$ cat src/design/cts_map.vh
// Purpose: Offsets, field positions and reset values of the condensed
//          tape status register bank.
// Assumes: Registers are word aligned on a 32-bit AXI4-Lite bus.
// Notes:   Summary of operation follows.
//
// Summary of operation
// - Density code into density byte bits 7:6.
// - Copy end-of-tape-limit flag into bit 5.
// - Copy early end-of-tape flag into bit 4.
// - Copy available-density flags into bits 3:0.
// - Bits 3..0 mean 6250, 800, 3200, 1600 bpi.
// - PE/GCR hard-error byte: bit7 zero, seven flags.
// - NRZ hard-error byte: bit7 one, three check flags.
// - Extra byte: glitch bit 4, gap bit 3.
// - Density-source code into extra byte bits 7:6.
`ifndef CTS_MAP_VH
`define CTS_MAP_VH

// ------------------------------------------------------------
// Register word indices (byte address is four times the index)
// ------------------------------------------------------------
`define CTS_OFF_WR_ERR 4'h0
`define CTS_OFF_RD_ERR 4'h1
`define CTS_OFF_DIAG_PROG 4'h2
`define CTS_OFF_DIAG_ERR 4'h3
`define CTS_OFF_TRACK_ERR 4'h4
`define CTS_OFF_HARD_ERR 4'h5
`define CTS_OFF_SUPP 4'h6
`define CTS_OFF_EXTRA 4'h7
`define CTS_OFF_DENSITY 4'h8
`define CTS_OFF_CTRL 4'h9
`define CTS_OFF_STATUS 4'hA
`define CTS_NUM_REGS 11

// ------------------------------------------------------------
// Field positions
// ------------------------------------------------------------
`define CTS_SUPP_EOT_LIMIT 5
`define CTS_SUPP_EARLY_EOT 4
`define CTS_CTRL_FREEZE 0
`define CTS_CTRL_REFRESH 1
`define CTS_NRZ_MARK 1'b1
`define CTS_PE_MARK 1'b0

// ------------------------------------------------------------
// Reset values
// ------------------------------------------------------------
`define CTS_BYTE_RST 8'h00
`define CTS_RESP_OKAY 2'b00
`define CTS_RESP_SLVERR 2'b10

`endif

$ cat src/design/cts_hard_err.v
// Purpose: Formats the hard-error byte for the recording format in use.
// Assumes: Flag inputs are already synchronous to aclk.
// Notes:   Purely combinational.
`timescale 1ns/1ps
`include "cts_map.vh"

module cts_hard_err (
   // Format select.
   input wire nrz_mode,
   // Phase-encoded and group-coded flags.
   input wire ident_found_flag,
   input wire corrected_error_flag,
   input wire vertical_parity_error_flag,
   input wire skew_error_flag,
   input wire multi_track_error_flag,
   input wire false_postamble_flag,
   input wire false_preamble_flag,
   // NRZ flags.
   input wire longitudinal_check_error_flag,
   input wire cyclic_check_error_flag,
   // Formatted byte.
   output reg [7:0] hard_error_byte
);

   // ------------------------------------------------------------
   // Layout selection
   // ------------------------------------------------------------

   // NRZ marks bit 7 and leaves bits 6..3 clear; otherwise seven flags.
   always @* begin
      if (nrz_mode) begin
         hard_error_byte = {`CTS_NRZ_MARK, 4'h0,
            longitudinal_check_error_flag, cyclic_check_error_flag,
            vertical_parity_error_flag};
      end else begin
         hard_error_byte = {`CTS_PE_MARK, ident_found_flag,
            corrected_error_flag, vertical_parity_error_flag,
            skew_error_flag, multi_track_error_flag,
            false_postamble_flag, false_preamble_flag};
      end
   end

endmodule

$ cat src/design/cts_regs.v
// Purpose: Condensed tape status bytes, read over AXI4-Lite.
// Assumes: Full status bytes come from tape logic on another clock
//          and pass two flip-flops before use.
// Notes:   Writing freeze holds a snapshot; refresh loads one now.
//
// The placing of the registers and the AXI4-Lite register port were chosen for this implementation.
`timescale 1ns/1ps
`include "cts_map.vh"

module cts_regs (
   // Clock and reset.
   input wire aclk,
   input wire aresetn,
   // AXI4-Lite write address.
   input wire [31:0] s_axi_awaddr,
   input wire s_axi_awvalid,
   output reg s_axi_awready,
   // AXI4-Lite write data.
   input wire [31:0] s_axi_wdata,
   input wire [3:0] s_axi_wstrb,
   input wire s_axi_wvalid,
   output reg s_axi_wready,
   // AXI4-Lite write response.
   output reg [1:0] s_axi_bresp,
   output reg s_axi_bvalid,
   input wire s_axi_bready,
   // AXI4-Lite read address.
   input wire [31:0] s_axi_araddr,
   input wire s_axi_arvalid,
   output reg s_axi_arready,
   // AXI4-Lite read data.
   output reg [31:0] s_axi_rdata,
   output reg [1:0] s_axi_rresp,
   output reg s_axi_rvalid,
   input wire s_axi_rready,
   // Full status bytes from the tape unit.
   input wire [7:0] write_error_log,
   input wire [7:0] read_error_log,
   input wire [7:0] diag_program_number,
   input wire [7:0] diag_error_code,
   input wire [7:0] track_error_flags,
   input wire [7:0] hard_error_flags,
   input wire [7:0] supplementary_status_byte,
   input wire [7:0] condition_status_byte,
   input wire [7:0] density_origin_status_byte,
   input wire [7:0] identification_status_byte,
   // Format flags and the NRZ-only error flags.
   input wire nrz_mode,
   input wire longitudinal_check_error_flag,
   input wire cyclic_check_error_flag,
   // Snapshot state for local use.
   output reg frozen
);

   // ------------------------------------------------------------
   // Input synchronisers
   // ------------------------------------------------------------

   // Packed raw inputs: 10 bytes plus 3 flags.
   localparam W = 83;
   wire [W-1:0] raw;
   reg [W-1:0] sync1_q;
   reg [W-1:0] sync2_q;
   assign raw = {write_error_log, read_error_log, diag_program_number,
      diag_error_code, track_error_flags, hard_error_flags,
      supplementary_status_byte, condition_status_byte,
      density_origin_status_byte, identification_status_byte,
      nrz_mode, longitudinal_check_error_flag, cyclic_check_error_flag};

   // Two stages; only the second stage is read by logic.
   always @(posedge aclk) begin
      if (!aresetn) begin
         sync1_q <= {W{1'b0}};
         sync2_q <= {W{1'b0}};
      end else begin
         sync1_q <= raw;
         sync2_q <= sync1_q;
      end
   end

   // Named views of the synchronised status.
   wire [7:0] s_wr = sync2_q[82:75];
   wire [7:0] s_rd = sync2_q[74:67];
   wire [7:0] s_dp = sync2_q[66:59];
   wire [7:0] s_de = sync2_q[58:51];
   wire [7:0] s_te = sync2_q[50:43];
   wire [7:0] s_he = sync2_q[42:35];
   wire [7:0] s_sup = sync2_q[34:27];
   wire [7:0] s_cond = sync2_q[26:19];
   wire [7:0] s_orig = sync2_q[18:11];
   wire [7:0] s_ident = sync2_q[10:3];
   wire s_nrz = sync2_q[2];
   wire s_lrc = sync2_q[1];
   wire s_crc = sync2_q[0];

   // ------------------------------------------------------------
   // Byte formatting
   // ------------------------------------------------------------

   // Hard-error byte, laid out per recording format.
   wire [7:0] hard_fmt;
   cts_hard_err u_hard (
      .nrz_mode(s_nrz),
      .ident_found_flag(s_he[6]),
      .corrected_error_flag(s_he[5]),
      .vertical_parity_error_flag(s_he[4]),
      .skew_error_flag(s_he[3]),
      .multi_track_error_flag(s_he[2]),
      .false_postamble_flag(s_he[1]),
      .false_preamble_flag(s_he[0]),
      .longitudinal_check_error_flag(s_lrc),
      .cyclic_check_error_flag(s_crc),
      .hard_error_byte(hard_fmt)
   );

   // Supplementary condition byte collects flags from two sources.
   wire [7:0] supp_fmt = {s_cond[7], s_sup[6], s_sup[7], s_cond[4],
      s_sup[3], s_sup[2], s_sup[1], s_cond[0]};

   // Extra byte: density source, glitch, gap, mismatch, parity.
   wire [7:0] extra_fmt = {s_orig[7:6],
      1'b0, s_cond[2], s_cond[1],
      1'b0, s_orig[1], s_sup[0]};

   // Density byte: selected code, end-of-tape flags, available set.
   // Available bits 3..0 are 6250, 800, 3200 and 1600 bpi.
   wire [7:0] dens_fmt = {s_ident[7:6],
      s_sup[`CTS_SUPP_EOT_LIMIT],
      s_sup[`CTS_SUPP_EARLY_EOT],
      s_ident[3:0]};

   // ------------------------------------------------------------
   // Snapshot registers
   // ------------------------------------------------------------

   reg [7:0] byte_q [0:8]; // Condensed bytes presented to software.
   reg freeze_q; // Holds the snapshot while set.
   reg refresh_q; // One-cycle request to load a snapshot.
   reg [7:0] snap_cnt_q; // Counts snapshots taken.
   wire [7:0] fmt [0:8];
   assign fmt[0] = s_wr;
   assign fmt[1] = s_rd;
   assign fmt[2] = {1'b0, s_dp[6:0]};
   assign fmt[3] = s_de;
   assign fmt[4] = s_te;
   assign fmt[5] = hard_fmt;
   assign fmt[6] = supp_fmt;
   assign fmt[7] = extra_fmt;
   assign fmt[8] = dens_fmt;

   wire load = !freeze_q || refresh_q;

   // Every byte loads together, so fields never disagree with each other.
   genvar gi;
   generate
      for (gi = 0; gi < 9; gi = gi + 1) begin : g_byte
         always @(posedge aclk) begin
            if (!aresetn) begin
               byte_q[gi] <= `CTS_BYTE_RST;
            end else if (load) begin
               byte_q[gi] <= fmt[gi];
            end
         end
      end
   endgenerate

   // ------------------------------------------------------------
   // AXI4-Lite write path
   // ------------------------------------------------------------

   reg aw_have_q; // Write address captured.
   reg w_have_q; // Write data captured.
   reg [3:0] aw_idx_q;
   reg aw_ok_q;
   reg [31:0] wdata_q;
   reg wstrb0_q;

   wire aw_fire = s_axi_awvalid && s_axi_awready;
   wire w_fire = s_axi_wvalid && s_axi_wready;
   wire do_write = aw_have_q && w_have_q && !s_axi_bvalid;

   // Accept address and data in either order; answer once both held.
   always @(posedge aclk) begin
      if (!aresetn) begin
         s_axi_awready <= 1'b0;
         s_axi_wready <= 1'b0;
         s_axi_bvalid <= 1'b0;
         s_axi_bresp <= `CTS_RESP_OKAY;
         aw_have_q <= 1'b0;
         w_have_q <= 1'b0;
         aw_idx_q <= 4'h0;
         aw_ok_q <= 1'b0;
         wdata_q <= 32'h00000000;
         wstrb0_q <= 1'b0;
         freeze_q <= 1'b0;
         refresh_q <= 1'b0;
      end else begin
         refresh_q <= 1'b0;
         s_axi_awready <= !aw_have_q && !aw_fire && !s_axi_bvalid;
         s_axi_wready <= !w_have_q && !w_fire && !s_axi_bvalid;
         if (aw_fire) begin
            aw_have_q <= 1'b1;
            aw_idx_q <= s_axi_awaddr[5:2];
            aw_ok_q <= (s_axi_awaddr[31:6] == 26'h0000000);
         end
         if (w_fire) begin
            w_have_q <= 1'b1;
            wdata_q <= s_axi_wdata;
            wstrb0_q <= s_axi_wstrb[0];
         end
         if (do_write) begin
            // Only the control register is writable; others are refused.
            aw_have_q <= 1'b0;
            w_have_q <= 1'b0;
            s_axi_bvalid <= 1'b1;
            if (aw_ok_q && (aw_idx_q == `CTS_OFF_CTRL)) begin
               s_axi_bresp <= `CTS_RESP_OKAY;
               if (wstrb0_q) begin
                  freeze_q <= wdata_q[`CTS_CTRL_FREEZE];
                  refresh_q <= wdata_q[`CTS_CTRL_REFRESH];
               end
            end else begin
               s_axi_bresp <= `CTS_RESP_SLVERR;
            end
         end else if (s_axi_bvalid && s_axi_bready) begin
            s_axi_bvalid <= 1'b0;
         end
      end
   end

   // ------------------------------------------------------------
   // Snapshot counter and status output
   // ------------------------------------------------------------

   // Counts each refresh request, frozen or not; shows as status.
   always @(posedge aclk) begin
      if (!aresetn) begin
         snap_cnt_q <= 8'h00;
         frozen <= 1'b0;
      end else begin
         frozen <= freeze_q;
         if (refresh_q) begin
            snap_cnt_q <= snap_cnt_q + 8'h01;
         end
      end
   end

   // ------------------------------------------------------------
   // AXI4-Lite read path
   // ------------------------------------------------------------

   reg [31:0] rd_mux;
   reg rd_ok;

   // Decode the read address to a word; unmapped answers SLVERR.
   always @* begin
      rd_mux = 32'h00000000;
      rd_ok = (s_axi_araddr[31:6] == 26'h0000000);
      if (s_axi_araddr[5:2] <= `CTS_OFF_DENSITY) begin
         rd_mux = {24'h000000, byte_q[s_axi_araddr[5:2]]};
      end else if (s_axi_araddr[5:2] == `CTS_OFF_CTRL) begin
         rd_mux = {30'h00000000, 1'b0, freeze_q};
      end else if (s_axi_araddr[5:2] == `CTS_OFF_STATUS) begin
         rd_mux = {23'h000000, freeze_q, snap_cnt_q};
      end else begin
         rd_ok = 1'b0;
      end
   end

   // One read in flight; data appears the cycle after address taken.
   always @(posedge aclk) begin
      if (!aresetn) begin
         s_axi_arready <= 1'b0;
         s_axi_rvalid <= 1'b0;
         s_axi_rdata <= 32'h00000000;
         s_axi_rresp <= `CTS_RESP_OKAY;
      end else begin
         s_axi_arready <= !s_axi_rvalid && !s_axi_arready;
         if (s_axi_arvalid && s_axi_arready) begin
            s_axi_arready <= 1'b0;
            s_axi_rvalid <= 1'b1;
            s_axi_rdata <= rd_ok ? rd_mux : 32'h00000000;
            s_axi_rresp <= rd_ok ? `CTS_RESP_OKAY : `CTS_RESP_SLVERR;
         end else if (s_axi_rvalid && s_axi_rready) begin
            s_axi_rvalid <= 1'b0;
         end
      end
   end

endmodule

$ cat config.mk
export PLATFORM = sky130hd
export DESIGN_NAME = cts_regs
export DESIGN_NICKNAME = d
export VERILOG_FILES = /design/src/design/cts_hard_err.v /design/src/design/cts_regs.v
export VERILOG_INCLUDE_DIRS = /design/src /design/src/design
export SDC_FILE = /design/constraint.sdc
export NUM_CORES = 1
export LEC_CHECK = 0
export BUFFER_PORTS_ARGS = -buffer_cell sky130_fd_sc_hd__buf_2
export CAP_MARGIN = 20
export CELL_PAD_IN_SITES_DETAIL_PLACEMENT = 1
export CELL_PAD_IN_SITES_GLOBAL_PLACEMENT = 1
export CORE_MARGIN = 2
export CORE_UTILIZATION = 44
export CTS_CLUSTER_SIZE = 25
export DETAILED_ROUTE_END_ITERATION = 8
export GPL_TIMING_DRIVEN = 0
export HOLD_SLACK_MARGIN = 0.15
export PLACE_DENSITY = 0.81
export SLEW_MARGIN = 0
export SYNTH_ARGS = -nofsm -noshare
export SYNTH_HDL_FRONTEND = slang
export SYNTH_HIERARCHICAL = 1
export SYNTH_SLANG_ARGS = --single-unit
export TNS_END_PERCENT = 20
$ cat constraint.sdc
create_clock -name aclk -period 4.91 [get_ports aclk]
set_input_delay 0.491 -clock aclk [delete_from_list [all_inputs] [get_ports aclk]]
set_output_delay 0.491 -clock aclk [all_outputs]
set_load 0.01 [all_outputs]
======== After elaboration in Yosys (flattened, before gate mapping) ========
Memory sizes are Yosys's and may differ from the RTL's.
Index checks and enable logic that the tools add are counted.
Widths: inputs -> output; s select.
word-level totals
  register bits ........................... 228
  bits in latches ......................... 0
  RAM bits ................................ 72
  bits in read-only memories .............. 0
  output and inout bits ................... 42
  memories kept ........................... 1
memories
  memory  words  bits a word  rd ports  clocked after memory_dff  wr ports  line            source
  byte_q  9      8            1         0                         9         cts_regs.v:136  reg [7:0] byte_q [0:8];
cells by class
  add/subtract/negate cells ............... 1
  multipliers ............................. 0
  div/mod/pow operators ................... 0
  magnitude comparators ................... 1
  eq/ne operators ......................... 3
  shifts and indexed selects .............. 0
  muxes and demuxes ....................... 27
  bitwise operators ....................... 10
  reductions and logical operators ........ 30
operators with widths
  cell                 count
  $mux 8               10
  $logic_not 26->1     2
  $mux 32              1
  $mux 9               3
  $logic_and 1x1->1    13
  $eq 4x4->1 const B   3
  $mux 1               11
  $or 1x1->1           9
  $add 8x1->8 const B  1
  $logic_not 1->1      8
  $le 4x4->1 const B   1
  $mux 2               2
  $reduce_and 4->1     1
  $reduce_bool 2->1    2
  $reduce_or 2->1      2
  $reduce_and 3->1     1
  $logic_or 1x1->1     1
  $not 1->1            1

======== Longest topological paths before layout ========
  depth in word-level cells ............... 6
  mapped depth ............................ 7

======== Hierarchy ========
Netlist, hierarchy kept.
by module, submodules not included
  module        times used  cells an instance  area an instance (um^2)  seq. area each (um^2)
  cts_regs      1           728                8823.5                   5655.4
  cts_hard_err  1           8                  76.3                     0.0

======== Least setup slack after synthesis ========
OpenSTA, ideal clock, no wires.
  kind .................................... input-to-reg
  from .................................... input port aresetn
  to ...................................... memory byte_q[0][0], enable pin
  library setup time ...................... 0.429 ns
  data arrival time ....................... 2.123 ns
  setup slack ............................. 2.358 ns
  stages .................................. 2
  path buffers ............................ 0
  path through ............................ and2_1 nand2_1
RTL lines
  item         line            source
  from (decl)  cts_regs.v:13   input wire aresetn,
  to (decl)    cts_regs.v:136

==> metrics.yaml <==
run_status:
  status: "complete, no violations"
setup_path:
  arrival_ns: 2.52
  crit_path_end_kind: "flop"
  cp-start-kind: "flop"
  worst-r2r-setup-slack_ns: 2.74
  critPathKind: "flop to flop"
  cp_slowest_cell: "a21oi_1"
  crit_fanout: 10
  crit_required_ns: 5.27
  cp.buffers_inverters: 4
  cpLargestDelayFamily: "buffers and inverters"
  worst_path_most_repeated_cell: "clkbuf_1"
  critPathMaxStageDelay_ns: 0.53
  cp_cell_sequence: "buf_2 > inv_1 > a21oi_1 > clkbuf_1 > clkbuf_1 > and2_1"
floorplanning:
  die-area_mm2: 0.02138
  ios: 232
  coreArea_mm2: 0.02004
  die_y_um: 146.2
  rows: 52
  start_util_pct: 44.41
  die_w_um: 146.2
clocking:
  cts_sinks: 248
  cts_max_level: 1
  postCtsSetupRepairBufs: 0
  cts_tree: "done"
  cts_made_buffers: 26
  clkSlewWorstSetupHoldPaths_ns: 0.07
  root_buffer: "clkbuf_16"
  ctsResizeCount: 0
  ctsHoldBuffers: 0
  clockBufferDepth: 3
  clk-insertion-delay-late_ns: 0.52
drt:
  top_layer_used: "met4"
  drt-initial-drc-count: 239
  wire_per_inst_um: 16.96
  drcViolationCount: 0
  dr_wl_met2_um: 10090
  met3_length_um: 1406
  ant_nets: 0
  routed_via_density: 4.798
  vias: 5911
  dr.pass1.iters: 4
  finalWirelength_um: 20900
  wl_met1_um: 8894
synth:
  async_flop_share_pct: 0
  ys_types: 55
  yosys_most_used_dff: "dfxtp_1"
  synth_top_area_cell: "dfxtp_1"
  ys_seq_area_share_pct: 63.55
  ys_top_cells_by_area: "dfxtp_1, edfxtp_1, and2_1"
  ys_warn_count: 6
  synthCells: 736
  netlist_area_mm2: 0.008900
  synth_edf_count: 69
  synth.avg_cell_area_um2: 12.09
  synth_top_cell_area_share_pct: 40.26
  ys_ff_latch: 248
run:
  max_cap_viol_count: 0
sta:
  slew_headroom_pct: 37.98
  finalCriticalPeriod_ns: 2.166
  worst_pin_slew_ns: 0.9303
  finalCritPeriodShare_pct: 44.11
  slew_violations: 0
  fmax_ghz: 0.4617
  hold_ws_ns: 0.1760
  clock_skew_ns: 0.01848
  fin_tns_setup_ns: 0
  rsz0062_at_grt: "false"
  finalSetupViolCount: 0
  hold_viol_final: 0
global_routing:
  grt_pass1_wl_um: 32290
  antenna_found_initial: 0
  grt_max_degree: 70
  grt_overflow: 0
  grt_pass1_vias: 6115
  grt_use_total_pct: 19.17
placement:
  port_buffers: 154
  finalWeightedCongestion: 0.7935
  place_hpwl_um: 14780
  dpl_cell_area_mm2: 0.01011
layout:
  drive_gt1_share_pct: 25.88
  nets: 1133
  final_cell_area_mm2: 0.01093
  fillers: 2159
  final_core_util_pct: 54.56
  antenna_cells: 0
  syn_to_final_growth_pct: 22.85
pwr:
  powerDensity_mw_per_mm2: 395.9
  ir_worst_vdd_mv: 0.2402
  p_leak_nw: 4.746
min_path:
  min_path_type: "primary input to flop"
==> cell type report <==
type / count / area [um^2] / share of cell area, %
Clock buffer: 37 / 744.5 / 6.809
Clock inverter: 11 / 82.58 / 0.7553
Sequential cell: 248 / 5655 / 51.73
Multi-Input combinational cell: 443 / 2917 / 26.68
Buffer: 66 / 414.1 / 3.788
Inverter: 3 / 11.26 / 0.1030
Tap cell: 270 / 337.8 / 3.090
Timing Repair Buffer: 154 / 770.7 / 7.050
==> synthesized netlist by cell type (2+ instances only) <==
cell       number
a2111oi_0       4
a211oi_1        5
a21oi_1        19
a221oi_1        2
a22oi_1         2
and2_1        212
and2b_2         4
and3_1          3
buf_2           5
buf_4          30
buf_6           4
clkbuf_1       25
dfxtp_1       179
edfxtp_1       69
inv_1           3
mux2_2          5
mux2i_1        28
mux4_1          2
mux4_2          3
nand2_1        27
nand2b_1        3
nand3_1        11
nand3b_1        3
nand4_1         7
nand4b_1        2
nor2_1         12
nor2b_1         4
nor3_1          2
nor3b_1         3
nor4_1         12
o211ai_1        2
o21ai_0        13
o22ai_1         5
or3_1           2
xor2_1          4
==> per-layer routing <==
layer	global-route usage, %	up-vias
met5	0	-
met4	5.631	0
met3	3.438	38
met2	33.25	194
met1	24.64	2824
li1	-	2855
==> kinds of logic after synthesis <==
family,after synthesis,synth area share [%]
simple gates,314,21.28
flops,248,63.55
compound gates,60,4.583
buf+inv,69,4.780
fa+ha+maj,1,0.1406
xor+xnor,5,0.4920
mux,38,5.131
other cells,1,0.04214
==> sequential cells by signal, summed over array words and instances, names as in the netlist <==
signal / flops
refresh_q: 1
freeze_q: 1
s_axi_arready: 1
s_axi_bvalid: 1
s_axi_bresp: 1
s_axi_awready: 1
s_axi_rdata: 9
aw_ok_q: 1
aw_have_q: 1
w_have_q: 1
sync1_q: 71
s_axi_rvalid: 1
aw_idx_q: 4
sync2_q: 71
frozen: 1
snap_cnt_q: 8
wdata_q: 2
wstrb0_q: 1
s_axi_wready: 1
byte_q: 69
s_axi_rresp: 1
==> layout by cell type (no fill, tap or decap), types with 7 or more instances in the layout <==
master	n
o21ai_0	13
nand4_1	7
dfxtp_1	179
nor2_1	12
nor4_1	12
nand3_1	11
mux2i_1	28
nand2_1	26
buf_2	159
edfxtp_1	69
clkbuf_16	28
conb_1	25
clkbuf_1	33
and2_1	212
a21oi_1	19
buf_4	30
==> metrics by stage <==
step	setup WS [ns]	power (mW)	std cells
3_5_place_dp	2.646	2.497	1184
5_1_grt	2.573	4.479	1232
3_3_place_gp	1.499	2.484	1184
2_1_floorplan	2.358	2.378	760
6_report	2.744	4.328	1232
4_1_cts	2.759	4.366	1232
==> path summary, 6_finish.rpt <==
check                 startpoint            to  cells after the start
max                    refresh_q  byte_q[0][6]                      6
min          hard_error_flags[6]   sync1_q[41]                      2
max reg2reg            refresh_q  byte_q[0][6]                      6
min reg2reg          sync1_q[82]   sync2_q[82]                      1
==> power breakdown <==
group,internal (mW),switching (mW)
Sequential,2.17,0.0267
Clock,1.11,0.767
Combinational,0.126,0.128
(Power assumes the default switching activity.)
